$ cat src/rtl/config_pin_mode_select_consts.vh
`ifndef CONFIG_PIN_MODE_SELECT_CONSTS_VH
`define CONFIG_PIN_MODE_SELECT_CONSTS_VH

// Decoded three-level pin states
`define TL_LOW 2'h0
`define TL_HIGH 2'h1
`define TL_FLOAT 2'h2

// Positions of the three-level pins in the decoded level bus
`define PIN_EQA 0
`define PIN_EQB 1
`define PIN_EQD 2
`define PIN_PORT_A_TX_DEEMPH_SEL 3
`define PIN_PORT_B_TX_DEEMPH_SEL 4
`define PIN_PORT_D_TX_DEEMPH_SEL 5
`define PIN_RATE 6
`define PIN_COUNT 7

// Shared pins reused in register mode
`define PIN_SDA `PIN_EQB
`define PIN_SCL `PIN_PORT_B_TX_DEEMPH_SEL
`define PIN_AD0 `PIN_EQA
`define PIN_AD1 `PIN_PORT_A_TX_DEEMPH_SEL
`define PIN_AD2 `PIN_EQD
`define PIN_AD3 `PIN_PORT_D_TX_DEEMPH_SEL

// Lane layout and field widths
`define LANES 6
`define EQ_W 4
`define DEM_W 3

// Pin-mode setting codes
`define EQ_PIN_LOW 4'h1
`define EQ_PIN_FLOAT 4'h4
`define EQ_PIN_HIGH 4'h8
`define DEM_PIN_LOW 3'h0
`define DEM_PIN_FLOAT 3'h2
`define DEM_PIN_HIGH 3'h5

// Rate selections
`define RATE_3G 2'h0
`define RATE_6G 2'h1
`define RATE_AUTO 2'h2
`define RATE_FOLLOW 2'h3

// SMBus register indices and reset values
`define REG_EQ_BASE 0
`define REG_DEM_BASE 6
`define REG_VOD 12
`define REG_RATE 13
`define REG_PD 14
`define REG_IDLE 15
`define SMB_REG_COUNT 16
`define EQ_REG_RST 8'h04
`define DEM_REG_RST 8'h02
`define VOD_REG_RST 8'h00
`define VOD_OUT_RST 2'h0
`define RATE_REG_RST 8'h03
`define PD_REG_RST 8'h00
`define IDLE_TH_DEFAULT 8'h82
`define SMB_BITS 4'h8
`define SMB_ADDR_HI_RST 3'h5

// SMBus slave states
`define ST_IDLE 4'h0
`define ST_ADDR 4'h1
`define ST_ADDR_ACK 4'h2
`define ST_CMD 4'h3
`define ST_CMD_ACK 4'h4
`define ST_WDATA 4'h5
`define ST_WDATA_ACK 4'h6
`define ST_RDATA 4'h7
`define ST_RDATA_ACK 4'h8
`define ST_RDATA_NEXT 4'h9

// APB register byte addresses
`define APB_STATUS 8'h00
`define APB_CTRL 8'h04
`define APB_EQ 8'h08
`define APB_DEM 8'h0c
`define APB_ADDR 8'h10
`define APB_MISC 8'h14

`endif

$ cat src/rtl/bit_sync.v
`timescale 1ns/1ps
module bit_sync #(
  parameter WIDTH = 1
) (
  input wire core_clk,
  input wire sys_rst,
  input wire [WIDTH-1:0] async_in,
  output reg [WIDTH-1:0] sync_out
);

  reg [WIDTH-1:0] meta;

  // Two-stage synchroniser, first stage read only by the second
  always @(posedge core_clk or posedge sys_rst) begin
    if (sys_rst) begin
      meta <= {WIDTH{1'b0}};
      sync_out <= {WIDTH{1'b0}};
    end else begin
      meta <= async_in;
      sync_out <= meta;
    end
  end

endmodule

$ cat src/rtl/tri_level_decoder.v
`timescale 1ns/1ps
`include "config_pin_mode_select_consts.vh"
module tri_level_decoder (
  input wire core_clk,
  input wire sys_rst,
  input wire sense_hi,
  input wire sense_lo,
  output reg [1:0] level
);

  reg [1:0] meta;
  reg [1:0] stable;

  // Synchronise both comparator senses, then classify
  always @(posedge core_clk or posedge sys_rst) begin
    if (sys_rst) begin
      meta <= 2'h0;
      stable <= 2'h0;
      level <= `TL_FLOAT;
    end else begin
      meta <= {sense_hi, sense_lo};
      stable <= meta;
      case (stable)
        2'h2: level <= `TL_HIGH;
        2'h1: level <= `TL_LOW;
        default: level <= `TL_FLOAT;
      endcase
    end
  end

endmodule

$ cat src/rtl/config_pin_mode_select.v
`timescale 1ns/1ps
`include "config_pin_mode_select_consts.vh"
// Function
// - Strap high: SMBus host reaches eq, de-emphasis, swing, rate, power-down, idle registers.
// - Strap low: SMBus access blocked; settings come from control pins.
// - Strap high enables the bidirectional SMBus data pin and clock input.
// - Register mode: four strapped inputs form the low four slave address bits, the APB CTRL register the upper three; answer only that.
// - Pin mode: each eq pin decoded three-level to pick group equalization.
// - Eq pins govern port A inputs, port B inputs, D-side inputs.
// - Eq pins ignored unless the strap is low.
// - Strap high: per-lane SMBus registers replace shared eq pin settings.
// - Pin mode: each de-emphasis pin decoded three-level for its output group.
// - De-emphasis pins govern port A, port B, D-side outputs.
// - De-emphasis pins honoured only in pin mode; registers give per-lane control.
// - Rate pin decoded in pin mode, and in register mode while the rate register holds 3: low 3G, high 6G, float auto.
// - Three-level inputs recognise high, low and an undriven mid float state.
module config_pin_mode_select (
  input wire core_clk,
  input wire sys_rst,
  input wire register_mode_strap,
  input wire port_a_rx_eq_sel_hi,
  input wire port_a_rx_eq_sel_lo,
  input wire port_b_rx_eq_sel_hi,
  input wire port_b_rx_eq_sel_lo,
  input wire port_d_rx_eq_sel_hi,
  input wire port_d_rx_eq_sel_lo,
  input wire port_a_tx_deemph_sel_hi,
  input wire port_a_tx_deemph_sel_lo,
  input wire port_b_tx_deemph_sel_hi,
  input wire port_b_tx_deemph_sel_lo,
  input wire port_d_tx_deemph_sel_hi,
  input wire port_d_tx_deemph_sel_lo,
  input wire rate_sel_hi,
  input wire rate_sel_lo,
  input wire [1:0] vod_sel,
  output wire smb_data_out,
  output wire smb_data_oe_n,
  input wire psel,
  input wire penable,
  input wire pwrite,
  input wire [7:0] paddr,
  input wire [31:0] pwdata,
  output reg [31:0] prdata,
  output wire pready,
  output reg pslverr,
  output wire [23:0] lane_rx_eq,
  output wire [17:0] lane_tx_deemph,
  output reg [1:0] out_vod,
  output reg [1:0] rate_mode,
  output reg [5:0] lane_power_down,
  output reg [7:0] idle_threshold,
  output wire register_mode
);

  integer i;

  wire [2:0] strap_sync;
  wire [1:0] vod_pin;
  wire [13:0] lvl_bus;
  wire [6:0] sense_hi;
  wire [6:0] sense_lo;
  wire scl;
  wire sda;
  wire [6:0] slave_addr;
  wire scl_rise;
  wire scl_fall;
  wire smb_start;
  wire smb_stop;
  wire smb_busy;

  reg [2:0] addr_hi;
  reg [3:0] smb_state;
  reg [3:0] bit_cnt;
  reg [7:0] shift;
  reg [3:0] ptr;
  reg rw;
  reg sda_drive;
  reg scl_d;
  reg sda_d;
  reg [7:0] smb_regs [0:15];

  // Level of a decoded pin as a plain logic one
  function is_one;
    input [1:0] code;
    begin
      is_one = (code == `TL_HIGH);
    end
  endfunction

  // Group equalization code from a three-level pin
  function [3:0] eq_from_pin;
    input [1:0] code;
    begin
      case (code)
        `TL_LOW: eq_from_pin = `EQ_PIN_LOW;
        `TL_HIGH: eq_from_pin = `EQ_PIN_HIGH;
        default: eq_from_pin = `EQ_PIN_FLOAT;
      endcase
    end
  endfunction

  // Group de-emphasis code from a three-level pin
  function [2:0] dem_from_pin;
    input [1:0] code;
    begin
      case (code)
        `TL_LOW: dem_from_pin = `DEM_PIN_LOW;
        `TL_HIGH: dem_from_pin = `DEM_PIN_HIGH;
        default: dem_from_pin = `DEM_PIN_FLOAT;
      endcase
    end
  endfunction

  // Reset value of each SMBus register
  function [7:0] reg_default;
    input [3:0] idx;
    begin
      if (idx < `REG_DEM_BASE)
        reg_default = `EQ_REG_RST;
      else if (idx < `REG_VOD)
        reg_default = `DEM_REG_RST;
      else if (idx == `REG_VOD)
        reg_default = `VOD_REG_RST;
      else if (idx == `REG_RATE)
        reg_default = `RATE_REG_RST;
      else if (idx == `REG_PD)
        reg_default = `PD_REG_RST;
      else
        reg_default = `IDLE_TH_DEFAULT;
    end
  endfunction

  // Strap and swing pins into the core clock
  bit_sync #(
    .WIDTH(3)
  ) u_strap_sync (
    .core_clk(core_clk),
    .sys_rst(sys_rst),
    .async_in({vod_sel, register_mode_strap}),
    .sync_out(strap_sync)
  );

  assign register_mode = strap_sync[0];
  assign vod_pin = strap_sync[2:1];

  // Comparator senses in level-bus order
  assign sense_hi = {rate_sel_hi, port_d_tx_deemph_sel_hi, port_b_tx_deemph_sel_hi,
                     port_a_tx_deemph_sel_hi, port_d_rx_eq_sel_hi, port_b_rx_eq_sel_hi,
                     port_a_rx_eq_sel_hi};
  assign sense_lo = {rate_sel_lo, port_d_tx_deemph_sel_lo, port_b_tx_deemph_sel_lo,
                     port_a_tx_deemph_sel_lo, port_d_rx_eq_sel_lo, port_b_rx_eq_sel_lo,
                     port_a_rx_eq_sel_lo};

  // One decoder per three-level pin
  genvar p;
  generate
    for (p = 0; p < `PIN_COUNT; p = p + 1) begin : g_pin
      tri_level_decoder u_dec (
        .core_clk(core_clk),
        .sys_rst(sys_rst),
        .sense_hi(sense_hi[p]),
        .sense_lo(sense_lo[p]),
        .level(lvl_bus[2*p+1:2*p])
      );
    end
  endgenerate

  // Shared pins seen as SMBus wires and address straps
  assign scl = is_one(lvl_bus[2*`PIN_SCL+1:2*`PIN_SCL]);
  assign sda = is_one(lvl_bus[2*`PIN_SDA+1:2*`PIN_SDA]);
  assign slave_addr = {addr_hi,
                       is_one(lvl_bus[2*`PIN_AD3+1:2*`PIN_AD3]),
                       is_one(lvl_bus[2*`PIN_AD2+1:2*`PIN_AD2]),
                       is_one(lvl_bus[2*`PIN_AD1+1:2*`PIN_AD1]),
                       is_one(lvl_bus[2*`PIN_AD0+1:2*`PIN_AD0])};

  // Bus edge and condition detection
  assign scl_rise = scl & ~scl_d;
  assign scl_fall = ~scl & scl_d;
  assign smb_start = scl & scl_d & sda_d & ~sda;
  assign smb_stop = scl & scl_d & ~sda_d & sda;
  assign smb_busy = (smb_state != `ST_IDLE);

  // Open-drain data pin, driven only while pulling low
  assign smb_data_out = 1'b0;
  assign smb_data_oe_n = ~sda_drive;

  // SMBus slave: address, pointer, write and read bytes
  always @(posedge core_clk or posedge sys_rst) begin
    if (sys_rst) begin
      smb_state <= `ST_IDLE;
      bit_cnt <= 4'h0;
      shift <= 8'h00;
      ptr <= 4'h0;
      rw <= 1'b0;
      sda_drive <= 1'b0;
      scl_d <= 1'b1;
      sda_d <= 1'b1;
      for (i = 0; i < `SMB_REG_COUNT; i = i + 1) begin
        smb_regs[i] <= reg_default(i[3:0]);
      end
    end else begin
      scl_d <= scl;
      sda_d <= sda;
      if (!register_mode) begin
        smb_state <= `ST_IDLE;
        sda_drive <= 1'b0;
      end else if (smb_start) begin
        smb_state <= `ST_ADDR;
        bit_cnt <= 4'h0;
        sda_drive <= 1'b0;
      end else if (smb_stop) begin
        smb_state <= `ST_IDLE;
        sda_drive <= 1'b0;
      end else begin
        case (smb_state)
          `ST_ADDR, `ST_CMD, `ST_WDATA: begin
            if (scl_rise && bit_cnt != `SMB_BITS) begin
              shift <= {shift[6:0], sda};
              bit_cnt <= bit_cnt + 4'h1;
            end else if (scl_fall && bit_cnt == `SMB_BITS) begin
              bit_cnt <= 4'h0;
              if (smb_state == `ST_ADDR) begin
                if (shift[7:1] == slave_addr) begin
                  sda_drive <= 1'b1;
                  rw <= shift[0];
                  smb_state <= `ST_ADDR_ACK;
                end else begin
                  smb_state <= `ST_IDLE;
                end
              end else if (smb_state == `ST_CMD) begin
                ptr <= shift[3:0];
                sda_drive <= 1'b1;
                smb_state <= `ST_CMD_ACK;
              end else begin
                smb_regs[ptr] <= shift;
                ptr <= ptr + 4'h1;
                sda_drive <= 1'b1;
                smb_state <= `ST_WDATA_ACK;
              end
            end
          end
          `ST_ADDR_ACK, `ST_CMD_ACK, `ST_WDATA_ACK: begin
            if (scl_fall) begin
              if (smb_state == `ST_ADDR_ACK && rw) begin
                shift <= smb_regs[ptr];
                sda_drive <= ~smb_regs[ptr][7];
                bit_cnt <= 4'h1;
                smb_state <= `ST_RDATA;
              end else begin
                sda_drive <= 1'b0;
                bit_cnt <= 4'h0;
                if (smb_state == `ST_ADDR_ACK)
                  smb_state <= `ST_CMD;
                else
                  smb_state <= `ST_WDATA;
              end
            end
          end
          `ST_RDATA: begin
            if (scl_fall) begin
              if (bit_cnt == `SMB_BITS) begin
                sda_drive <= 1'b0;
                smb_state <= `ST_RDATA_ACK;
              end else begin
                shift <= {shift[6:0], 1'b0};
                sda_drive <= ~shift[6];
                bit_cnt <= bit_cnt + 4'h1;
              end
            end
          end
          `ST_RDATA_ACK: begin
            if (scl_rise) begin
              if (sda) begin
                smb_state <= `ST_IDLE;
              end else begin
                ptr <= ptr + 4'h1;
                smb_state <= `ST_RDATA_NEXT;
              end
            end
          end
          `ST_RDATA_NEXT: begin
            if (scl_fall) begin
              shift <= smb_regs[ptr];
              sda_drive <= ~smb_regs[ptr][7];
              bit_cnt <= 4'h1;
              smb_state <= `ST_RDATA;
            end
          end
          default: begin
            smb_state <= `ST_IDLE;
            sda_drive <= 1'b0;
          end
        endcase
      end
    end
  end

  // Per-lane equalization and de-emphasis selection
  genvar l;
  generate
    for (l = 0; l < `LANES; l = l + 1) begin : g_lane
      localparam integer EQ_IDX = `REG_EQ_BASE + l;
      localparam integer DEM_IDX = `REG_DEM_BASE + l;
      localparam integer EQ_PIN = `PIN_EQA + l / 2;
      localparam integer DEM_PIN = `PIN_PORT_A_TX_DEEMPH_SEL + l / 2;
      reg [3:0] eq_q;
      reg [2:0] dem_q;
      always @(posedge core_clk or posedge sys_rst) begin
        if (sys_rst) begin
          eq_q <= `EQ_PIN_FLOAT;
          dem_q <= `DEM_PIN_FLOAT;
        end else if (register_mode) begin
          eq_q <= smb_regs[EQ_IDX][3:0];
          dem_q <= smb_regs[DEM_IDX][2:0];
        end else begin
          eq_q <= eq_from_pin(lvl_bus[2*EQ_PIN+1:2*EQ_PIN]);
          dem_q <= dem_from_pin(lvl_bus[2*DEM_PIN+1:2*DEM_PIN]);
        end
      end
      assign lane_rx_eq[`EQ_W*l+`EQ_W-1:`EQ_W*l] = eq_q;
      assign lane_tx_deemph[`DEM_W*l+`DEM_W-1:`DEM_W*l] = dem_q;
    end
  endgenerate

  // Swing, rate, power-down and idle threshold
  always @(posedge core_clk or posedge sys_rst) begin
    if (sys_rst) begin
      out_vod <= `VOD_OUT_RST;
      rate_mode <= `RATE_AUTO;
      lane_power_down <= 6'h00;
      idle_threshold <= `IDLE_TH_DEFAULT;
    end else begin
      if (register_mode && smb_regs[`REG_RATE][1:0] != `RATE_FOLLOW) begin
        rate_mode <= smb_regs[`REG_RATE][1:0];
      end else begin
        case (lvl_bus[2*`PIN_RATE+1:2*`PIN_RATE])
          `TL_LOW: rate_mode <= `RATE_3G;
          `TL_HIGH: rate_mode <= `RATE_6G;
          default: rate_mode <= `RATE_AUTO;
        endcase
      end
      if (register_mode) begin
        out_vod <= smb_regs[`REG_VOD][1:0];
        lane_power_down <= smb_regs[`REG_PD][5:0];
        idle_threshold <= smb_regs[`REG_IDLE];
      end else begin
        out_vod <= vod_pin;
        lane_power_down <= 6'h00;
        idle_threshold <= `IDLE_TH_DEFAULT;
      end
    end
  end

  // APB: zero-wait access, read data captured in setup
  assign pready = psel & penable;

  always @(posedge core_clk or posedge sys_rst) begin
    if (sys_rst) begin
      prdata <= 32'h00000000;
      pslverr <= 1'b0;
      addr_hi <= `SMB_ADDR_HI_RST;
    end else begin
      if (psel && !penable) begin
        pslverr <= 1'b0;
        prdata <= 32'h00000000;
        case (paddr)
          `APB_STATUS: if (!pwrite)
            prdata <= {26'h0, smb_busy, rate_mode, lvl_bus[2*`PIN_RATE+1:2*`PIN_RATE], register_mode};
          `APB_CTRL: if (!pwrite)
            prdata <= {29'h0, addr_hi};
          `APB_EQ: if (!pwrite)
            prdata <= {8'h0, lane_rx_eq};
          `APB_DEM: if (!pwrite)
            prdata <= {14'h0, lane_tx_deemph};
          `APB_ADDR: if (!pwrite)
            prdata <= {25'h0, slave_addr};
          `APB_MISC: if (!pwrite)
            prdata <= {16'h0, idle_threshold, lane_power_down, out_vod};
          default: pslverr <= 1'b1;
        endcase
      end
      // Upper address bits steer the SMBus slave match
      if (psel && penable && pwrite && paddr == `APB_CTRL) begin
        addr_hi <= pwdata[2:0];
      end
    end
  end

endmodule

$ cat config.mk
export PLATFORM = sky130hd
export DESIGN_NAME = config_pin_mode_select
export DESIGN_NICKNAME = d
export VERILOG_FILES = /design/src/rtl/bit_sync.v /design/src/rtl/tri_level_decoder.v /design/src/rtl/config_pin_mode_select.v
export VERILOG_INCLUDE_DIRS = /design/src /design/src/rtl
export SDC_FILE = /design/constraint.sdc
export NUM_CORES = 1
export LEC_CHECK = 0
export ABC_CLOCK_PERIOD_IN_PS = 6750
export BUFFER_PORTS_ARGS = -buffer_cell sky130_fd_sc_hd__buf_2
export CORE_ASPECT_RATIO = 1.4
export CORE_MARGIN = 2
export CORE_UTILIZATION = 52
export DETAILED_ROUTE_END_ITERATION = 16
export PLACE_DENSITY = 0.76
export SLEW_MARGIN = 20
export SYNTH_ARGS = -nofsm -noshare
export SYNTH_HDL_FRONTEND = slang
export SYNTH_HIERARCHICAL = 1
export SYNTH_SLANG_ARGS = --single-unit
$ cat constraint.sdc
create_clock -name core_clk -period 6.75 [get_ports core_clk]
set_input_delay 0.675 -clock core_clk [delete_from_list [all_inputs] [get_ports core_clk]]
set_output_delay 0.675 -clock core_clk [all_outputs]
set_load 0.02 [all_outputs]
======== After elaboration in Yosys (flattened, before gate mapping) ========
Cells that the tools add are included.
word-level totals
  register bits after elaboration ......... 296
  bits in latches ......................... 0
  memory bits (writable) .................. 0
  memory bits (read-only) ................. 0
  input port bits ......................... 62
  output and inout bits ................... 97
  word-level logic and storage cells ...... 286
  memories ................................ 0
cells by class
  add/subtract/negate cells ............... 2
  $mul .................................... 0
  divide/modulo/power cells ............... 0
  $lt $le $gt $ge ......................... 2
  eq/ne operators ......................... 65
  shifts and indexed selects .............. 0
  multiplexer cells ....................... 98
  bitwise operators ....................... 21
  reduce and logical (&&, ||, !) cells .... 32
operators with widths
  operator                                              count
  one-hot mux 24 bit (6 select lines)                   1
  bitwise mux 128 bit                                   1
  2-to-1 mux 4 bit                                      32
  2-to-1 mux 8 bit                                      10
  != test 5 bit (second input constant)                 7
  binary-select mux 8 bit (select 4 bit)                1
  demux 8 bit (select 4 bit)                            1
  one-hot mux 2 bit (2 select lines)                    8
  one-hot mux 4 bit (2 select lines)                    4
  one-hot mux 8 bit (4 select lines)                    1
  equality test 2 x 1 -> 1 bit (second input constant)  14
  2-to-1 mux 3 bit                                      9
  != test 2 bit (second input constant)                 13
  2-to-1 mux 24 bit                                     1
  AND reduction 8 bit                                   3
  one-hot mux 4 bit (5 select lines)                    1
  2-to-1 mux 18 bit                                     1
  one-hot mux 3 bit (2 select lines)                    3
  equality test 4 x 3 -> 1 bit (second input constant)  4
  equality test 8 x 4 -> 1 bit (second input constant)  2
  equality test 8 x 5 -> 1 bit (second input constant)  2
  2-to-1 mux 16 bit                                     1
  one-hot mux 4 bit (4 select lines)                    1
  equality test 2 bit (second input constant)           7
  other kinds (31)                                      92

======== Longest topological paths before layout ========
Gate-level depths: netlist of run 1.
  depth in word-level cells ............... 11
  mapped depth ............................ 9
  depth with buffers taken out ............ 8

======== Hierarchy ========
The synthesis of run 1 kept the hierarchy.
modules (own cells, without submodules)
  module                  instances  cells each  area an instance (um^2)  seq. area each (um^2)
  config_pin_mode_select  1          920         11299.6                  6049.6
  tri_level_decoder       7          9           171.4                    151.4
  bit_sync                1          7           153.9                    150.1

======== Worst setup path before layout of run 1 ========
Ideal clock, no wire load.
  path type ............................... in2reg
  from .................................... input port paddr[5]
  to ...................................... register prdata[11]
  setup time .............................. 76 ps
  data arrival time ....................... 2275 ps
  data required time ...................... 6674 ps
  slack ................................... 4398 ps
  stages on the path ...................... 7
  path buffers ............................ 1
  path through ............................ or4_4 > or3_4 > nor3b_4 > buf_6 > a22o_1 > a21oi_1 > o21ai_1
between the ends
  word-level cells in the longest chain between the ends .. 2
  elaborated cells between the ends (all ways) .. 7
  those cells by class .................... eq/ne (5); mux (1); reduce/logical (1)
ends and longest elaborated chain
  item                                                  line                          text
  from (decl)                                           config_pin_mode_select.v:41   input wire [7:0] paddr,
  equality test 8 x 5 -> 1 bit (tied with other cells)  config_pin_mode_select.v:367  case (paddr)
  one-hot mux 24 bit (6 select lines) *                 config_pin_mode_select.v:367
  to (signal assigned)                                  config_pin_mode_select.v:369  prdata <= {26'h0, smb_busy, rate_mode, lvl_bus[2*`PIN_RATE+1:2*`PIN_RATE], register_mode};
  to (signal assigned)                                  config_pin_mode_select.v:371  prdata <= {29'h0, addr_hi};
  to (signal assigned)                                  config_pin_mode_select.v:373  prdata <= {8'h0, lane_rx_eq};
  to (decl)                                             config_pin_mode_select.v:43   output reg [31:0] prdata,
Every way passes the cells marked *; elsewhere a longest branch is shown, timed or not.
A chain may end at the register's enable or synchronous reset.

======== Worst setup path in the final report of run 1 ========
  from .................................... register smb_state[3]
  to ...................................... register shift[7]
between the ends
  word-level cells in the longest chain between the ends .. 4
  elaborated cells between the ends (all ways) .. 20
  those cells by class .................... eq/ne (14); mux (1); reduce/logical (5)
ends and longest elaborated chain
  item                                                           line                                                        text
  from (decl)                                                    config_pin_mode_select.v:72                                 reg [3:0] smb_state;
  from (signal assigned)                                         config_pin_mode_select.v:191                                smb_state <= `ST_IDLE;
  from (signal assigned)                                         config_pin_mode_select.v:206                                smb_state <= `ST_IDLE;
  from (signal assigned)                                         config_pin_mode_select.v:209                                smb_state <= `ST_ADDR;
  equality test 4 x 2 -> 1 bit (tied with other cells)           config_pin_mode_select.v:216                                case (smb_state)
  OR reduction 3 bit or logical AND 1 bit (tied branches)        config_pin_mode_select.v:216, config_pin_mode_select.v:245
  nonzero test 4 bit (no line) or != test 2 bit (tied branches)  -
  AND reduction 10 bit (no line)                                 -
  to (signal assigned)                                           config_pin_mode_select.v:219                                shift <= {shift[6:0], sda};
  to (signal assigned)                                           config_pin_mode_select.v:246                                shift <= smb_regs[ptr];
  to (signal assigned)                                           config_pin_mode_select.v:266                                shift <= {shift[6:0], 1'b0};
  to (decl)                                                      config_pin_mode_select.v:74                                 reg [7:0] shift;
Parallel ways exist; a longest one is shown, timed or not.

==> metrics.txt, run 1 <==
status=finished clean; Num CTS Buffers=26; Hold Path Class=input pin to async pin; slowest CP cell=dfrtp_1; leak pwr=6.97 nW; Diodes inserted=0; Largest stage delay, worst path=0.70 ns; # nets final=1158; # setup viols final=0; Layout area overhead=12.7%; Yosys cell types=67; CTS clk-pin slew, worst paths=0.07 ns; Power Density=241 nW/um^2; cell at the root of the clock tree=clkbuf_16; hpwl dp=21.7 mm; post-cts resize count=0; vias per cell=5.89; worst setup path end=shift[7]$_DFFE_PP0P_; antenna viol nets, final=0; fin. max-slew vios=0; Worst Setup SP=smb_state[3]$_DFFE_PP0P_; DIE WIDTH=136 um; syn_area_per_cell=12.8 um^2; Final Skew=0.0146 ns; post-layout util=59.7%; Port Buffers=120; part of the cycle the worst path needs=43.0%; Clock Latency Late Sink=0.53 ns; CP endpoint kind=flop; share of layout cells above drive strength 1=35.8%; vias in the first global route=8559; Max Cap Violations=0; critical-path maximum fanout=18; maximum operating frequency=344 MHz; reg2reg path depth=5; Die Area=25600 um^2; Post-CTS Setup Inserts=0; CP Cell Sequence=nand4bb_1 -> o21a_1 -> a22oi_1 -> o311a_1 -> mux2_2; Pwr Total=3.44 mW; number of synthesized flops with an enable pin=0; capturing point of the worst reg2reg path=shift[7]$_DFFE_PP0P_; drt wl/cell=21.9 um; cells after synthesis=990; Crit path arrival time=3.32 ns; Seq/Total Area, Yosys=57.4%; Inst Count DP=1365; vias=8317; worst reg2reg path startpoint=smb_state[3]$_DFFE_PP0P_; Pre-Repair DR Iteration Count=5; initial antenna violation count=0; maximum VDD drop=200 uV; Yosys warning total=6; DP Worst Slack=3.86 ns; Fill cells=1860; RePlAce Congestion=0.872; Total GRT Usage=24.6%; #FFs+latches synth=288; R2R setup slack=3.85 ns; hold-fix buffers at CTS=0; worst-margin pin slew=1.04 ns; clk buf depth=3; clock sinks=288; Most used DFF post-synth=dfrtp_1; RSZ-0062 raised after global routing=no; CTS H-tree depth=1; Die Ht=189 um; mapped cell area=12700 um^2; row count=67; CTS tree=yes; remaining global-route overflow=0; Initial Utilization=53.0%; Rel. slew slack=30.6%; WL final=30.9 mm; Setup CP Type=flop to flop; Final Non-Filler Cells=1412; Critical Path Start Type=flop; Req. time, crit path=7.16 ns; IO Pins=159; worst setup margin=3.85 ns; Core Region=23900 um^2; Post-synth ARST share=100%; minimum clock period=2.90 ns; first-pass GRT wire length=48.0 mm; setup TNS=0 ns; DRC=0; final hold viol count=0; drt first-iter violations=559; largest net degree at the start of global routing=66
==> synth_stat cells, types with 3 or more instances <==
| cell | count | share of area [%] |
|---|---|---|
| buf_1 | 9 | 0.27 |
| xor2_1 | 3 | 0.21 |
| clkbuf_1 | 41 | 1.2 |
| xnor2_1 | 7 | 0.48 |
| nand4_1 | 4 | 0.20 |
| nand2_1 | 80 | 2.4 |
| o211ai_1 | 5 | 0.30 |
| nor2b_1 | 9 | 0.44 |
| mux2_2 | 132 | 12 |
| a22o_1 | 12 | 0.83 |
| o21ai_1 | 6 | 0.24 |
| buf_4 | 10 | 0.59 |
| buf_2 | 10 | 0.40 |
| ha_1 | 13 | 1.3 |
| a22o_2 | 3 | 0.24 |
| a21o_1 | 21 | 1.2 |
| nor2_1 | 34 | 1.0 |
| nor3_1 | 17 | 0.67 |
| dfrtp_1 | 246 | 49 |
| buf_6 | 3 | 0.27 |
| o31ai_1 | 3 | 0.18 |
| o21ai_0 | 37 | 1.5 |
| a21oi_1 | 32 | 1.3 |
| dfstp_2 | 42 | 8.7 |
| mux4_2 | 32 | 5.7 |
| mux2i_1 | 26 | 2.1 |
| nor3b_1 | 3 | 0.18 |
| a221oi_1 | 3 | 0.21 |
| a211oi_1 | 8 | 0.47 |
| and2_1 | 24 | 1.2 |
| a31oi_1 | 6 | 0.30 |
| and3_1 | 4 | 0.20 |
| nand3_1 | 11 | 0.44 |
| a22oi_1 | 5 | 0.30 |
| o21a_1 | 4 | 0.24 |
| nand2b_1 | 17 | 0.84 |
| inv_1 | 29 | 0.86 |
==> through the flow <==
step	hold slack, ns	instance area (um^2)
final	0.163	14300
after global routing	0.174	14300
after CTS	0.154	14300
after detailed placement	0.335	13400
after global placement	0.331	13400
after floorplan	0.331	12700
==> how the worst min path moves through the flow <==
stage,endpoint,slack [ns],cells past startpoint
detailed placement,u_strap_sync/sync_out[2]$_DFF_PP0_,0.33,0
global route,g_pin[6].u_dec/meta[1]$_DFF_PP0_,0.17,2
global placement,g_pin[4].u_dec/stable[1]$_DFF_PP0_,0.33,0
floorplan,g_pin[0].u_dec/stable[0]$_DFF_PP0_,0.33,0
CTS,u_strap_sync/sync_out[1]$_DFF_PP0_,0.15,2
finish,g_pin[5].u_dec/level[0]$_DFF_PP0_,0.16,2
==> cells by family (layout without fill, tap and decap cells) <==
| logic type | after synthesis | count (layout) | synth area share (%) |
|---|---|---|---|
| compound gates | 163 | 163 | 8.51 |
| xor+xnor | 10 | 10 | 0.692 |
| fa+ha+maj | 13 | 13 | 1.29 |
| buf+inv | 103 | 207 | 3.64 |
| flops | 288 | 288 | 57.4 |
| mux | 190 | 190 | 19.5 |
| other cells | 1 | 9 | 0.0296 |
| simple gates | 222 | 222 | 8.97 |
==> state kept, by name, indices dropped and copies added, names as in the netlist, 2 cells and up <==
register and cells:
smb_regs 128, g_lane.eq_q 24, prdata 24, g_lane.dem_q 18, g_pin.u_dec/level 14, g_pin.u_dec/meta 14, g_pin.u_dec/stable 14, idle_threshold 8
shift 8, lane_power_down 6, bit_cnt 4, ptr 4, smb_state 4, addr_hi 3, u_strap_sync/meta 3, u_strap_sync/sync_out 3
out_vod 2, rate_mode 2
==> placed cells by master (no fill, tap or decap), drive strengths merged, types with 5 or more instances in the layout <==
master,count
ha,13
nor2b,9
o21ai,43
xnor2,7
conb,9
a21oi,32
a22o,15
a21o,21
a22oi,5
clkbuf,35
mux2i,26
a31oi,6
nand2,80
o211ai,5
nor3,17
nand2b,17
nand3,13
dfstp,42
buf,131
clkinv,8
mux2,132
mux4,32
nor2,34
and3,5
inv,29
dfrtp,246
and2,24
a211oi,8
==> critical path: cells and delay by family (launching register included) <==
kind | cells | cell delay, ns
simple gates | 1 | 0.23
compound gates | 3 | 1.45
mux | 1 | 0.40
flops | 1 | 0.70
==> power by group <==
group          switching [mW]  leakage, nW  total, mW  internal (mW)
logic                   0.115         2.77      0.160         0.0444
registers              0.0349         3.77       1.80           1.77
clock network           0.633        0.425       1.48          0.843
==> final cells by class <==
type / count / area (um^2) / area share, %
Multi-Input combinational cell: 607 / 4960 / 34.8
Timing Repair Buffer: 131 / 683 / 4.79
Inverter: 29 / 113 / 0.789
Sequential cell: 288 / 7260 / 50.9
Tap cell: 310 / 388 / 2.72
Clock buffer: 35 / 736 / 5.16
Clock inverter: 12 / 120 / 0.842
==> routing by layer <==
metal  part of all wire [%]  GRT usage [%]  wire length [um]
met1                     37           29.2             11600
met2                     51           42.9             15800
met3                    5.9           3.79              1830
met4                    5.5           12.5              1700
met5                      0              0                 0
Note: power is estimated with default switching activity, not from simulation.
==> run 2, diff against run 1 <==
--- a/config.mk
+++ b/config.mk
@@ -6,7 +6,7 @@
 export SDC_FILE = /design/constraint.sdc
 export NUM_CORES = 1
 export LEC_CHECK = 0
-export ABC_CLOCK_PERIOD_IN_PS = 6750
+export ABC_CLOCK_PERIOD_IN_PS = 2500
 export BUFFER_PORTS_ARGS = -buffer_cell sky130_fd_sc_hd__buf_2
 export CORE_ASPECT_RATIO = 1.4
 export CORE_MARGIN = 2
==> constraint.sdc (replaced) <==
create_clock -name core_clk -period 2.5 [get_ports core_clk]
set_input_delay 0.25 -clock core_clk [delete_from_list [all_inputs] [get_ports core_clk]]
set_output_delay 0.25 -clock core_clk [all_outputs]
set_load 0.02 [all_outputs]
==> run 2 against run 1 <==
Compared with the run above: worst setup slack worse by 3.9 ns; non-clock buffer count is 56 higher; the flow now finishes with violations (negative setup slack); hold slack worse by 0.049 ns; die area unchanged; flip-flop and latch count stayed put; first-iteration DRC count increased by 13%; clock power grew to 2.8 times the previous value; critical path depth is 3 higher.
==> metrics.txt, run 2 (synthesized netlist as in run 1, its figures left out) <==
Crit path arrival time=2.98 ns; first-pass GRT wire length=49.4 mm; Port Buffers=120; Fill cells=1773; status=complete, but fails checks; leak pwr=7.28 nW; worst-margin pin slew=0.698 ns; worst setup margin=-0.0741 ns; drt wl/cell=21.6 um; drt first-iter violations=634; Rel. slew slack=53.4%; Post-CTS Setup Inserts=0; failing checks=negative setup slack; remaining global-route overflow=0; register area=7260 um^2; Die Area=25600 um^2; final hold viol count=0; # nets final=1214; maximum operating frequency=388 MHz; CTS clk-pin slew, worst paths=0.07 ns; DIE WIDTH=136 um; fin. max-slew vios=0; commonest cells after routing, fill and taps aside=dfrtp_1, mux2_2, buf_2, nand2_1, dfstp_2; critical-path maximum fanout=8; CTS H-tree depth=1; RePlAce Congestion=0.892; Max Cap Violations=0; post-layout util=62.3%; maximum VDD drop=587 uV; initial antenna violation count=0; Req. time, crit path=2.90 ns; clock sinks=288; Largest stage delay, worst path=0.42 ns; row count=67; largest net degree at the start of global routing=105; Die Ht=189 um; area of the multi-input gates=4980 um^2; setup TNS=-1.21 ns; CP endpoint kind=flop; antenna viol nets, final=0; post-place instance area=13700 um^2; WP buf/inv=1; Initial Utilization=53.0%; share of layout cells above drive strength 1=37.7%; Critical Path Start Type=flop; Inst Count DP=1400; most common cell after layout, fill and taps aside=dfrtp_1; WL final=31.8 mm; vias in the first global route=8880; top flop regs=smb_regs: 128 flops, g_lane.eq_q: 24 flops, prdata: 24 flops; Top reg by flops=smb_regs; vias per cell=5.86; Clock Latency Late Sink=0.53 ns; clk buf depth=3; DRC=0; IO Pins=159; Num CTS Buffers=26; # setup viols final=33; Final Non-Filler Cells=1469; Setup CP Type=flop to flop; design area=14900 um^2; Final Skew=0.0295 ns; part of the cycle the worst path needs=103%; Diodes inserted=0; Hold Path Depth=4; vias=8605; CTS tree=yes; Pre-Repair DR Iteration Count=7; hpwl dp=22.5 mm; RSZ-0062 raised after global routing=yes; CP Cell Sequence=inv_1 -> ha_1 -> and3b_1 -> nand4_1 -> nor3_1 -> and2_1 -> nand2_1 -> mux2_2; Crit path depth=8; cell at the root of the clock tree=clkbuf_16; max reg flops=128; Total GRT Usage=25.2%; crit-path leading delay family=simple AND/OR/NAND/NOR gates; minimum clock period=2.57 ns; Layout area overhead=17.6%; slowest CP cell=dfrtp_1; Hold Path Class=input pin to flop; reg2reg path depth=8; Core Region=23900 um^2; Power Density=642 nW/um^2
-- run 2: final cells by class --
| type | instances | area share [%] |
|---|---|---|
| Clock buffer | 38 | 5.29 |
| Clock inverter | 10 | 0.883 |
| Inverter | 29 | 0.757 |
| Multi-Input combinational cell | 607 | 33.5 |
| Sequential cell | 288 | 48.8 |
| Tap cell | 310 | 2.61 |
| Timing Repair Buffer | 187 | 8.19 |
-- run 2: power breakdown --
group | switching, mW | leakage, nW | total, mW | internal (mW)
logic | 0.341 | 3.06 | 0.497 | 0.156
registers | 0.0713 | 3.77 | 4.85 | 4.78
clock network | 1.72 | 0.454 | 4.21 | 2.50
total | 2.13 | 7.28 | 9.56 | 7.43
-- run 2: final timing paths --
| path | from | slack [ns] | end |
|---|---|---|---|
| min in group asynchronous | sys_rst | 0.30 | u_strap_sync/meta[2]$_DFF_PP0_ |
| max in group asynchronous | sys_rst | 1.25 | prdata[7]$_DFFE_PP0P_ |
| hold reg to reg | g_pin[2].u_dec/meta[0]$_DFF_PP0_ | 0.35 | g_pin[2].u_dec/stable[0]$_DFF_PP0_ |
| hold / removal | pwrite | 0.11 | prdata[5]$_DFFE_PP0P_ |
| setup reg to reg | bit_cnt[0]$_DFFE_PP0P_ | -0.07 | smb_regs[84]$_DFFE_PP0P_ |
| setup / recovery | bit_cnt[0]$_DFFE_PP0P_ | -0.07 | smb_regs[84]$_DFFE_PP0P_ |
-- run 2: per-layer routing --
metal / GRT usage [%] / share of wire, % / up-vias
met4: 13.1 / 5.6 / 0
met2: 43.6 / 51 / 356
li1: - / - / 3804
met5: 0 / 0 / -
met3: 3.23 / 5.7 / 92
met1: 30.6 / 37 / 4353
-- run 2: worst register-to-register path: cells and delay by family (launching register included) --
kind	cells	cell delay (ns)
flops	1	0.42
buf+inv	1	0.07
fa+ha+maj	1	0.15
simple gates	5	1.41
mux	1	0.40
-- run 2: what timing repair did --
action | in CTS | in global routing
resized for setup | 0 | 6
hold buffers | 21 | 0
hold endpoints to repair | 72 | 0
setup endpoints to repair | 0 | 87
-- run 2: through the flow --
step / hold WS, ns / setup WS, ns / total power [mW]
global placement: 0.274 / 0.123 / 5.39
floorplan: 0.0402 / -0.869 / 5.21
CTS: 0.0900 / 0.0112 / 9.63
finish: 0.114 / -0.0741 / 9.56
detailed placement: 0.287 / 0.0443 / 5.41
global route: 0.158 / -0.179 / 9.89
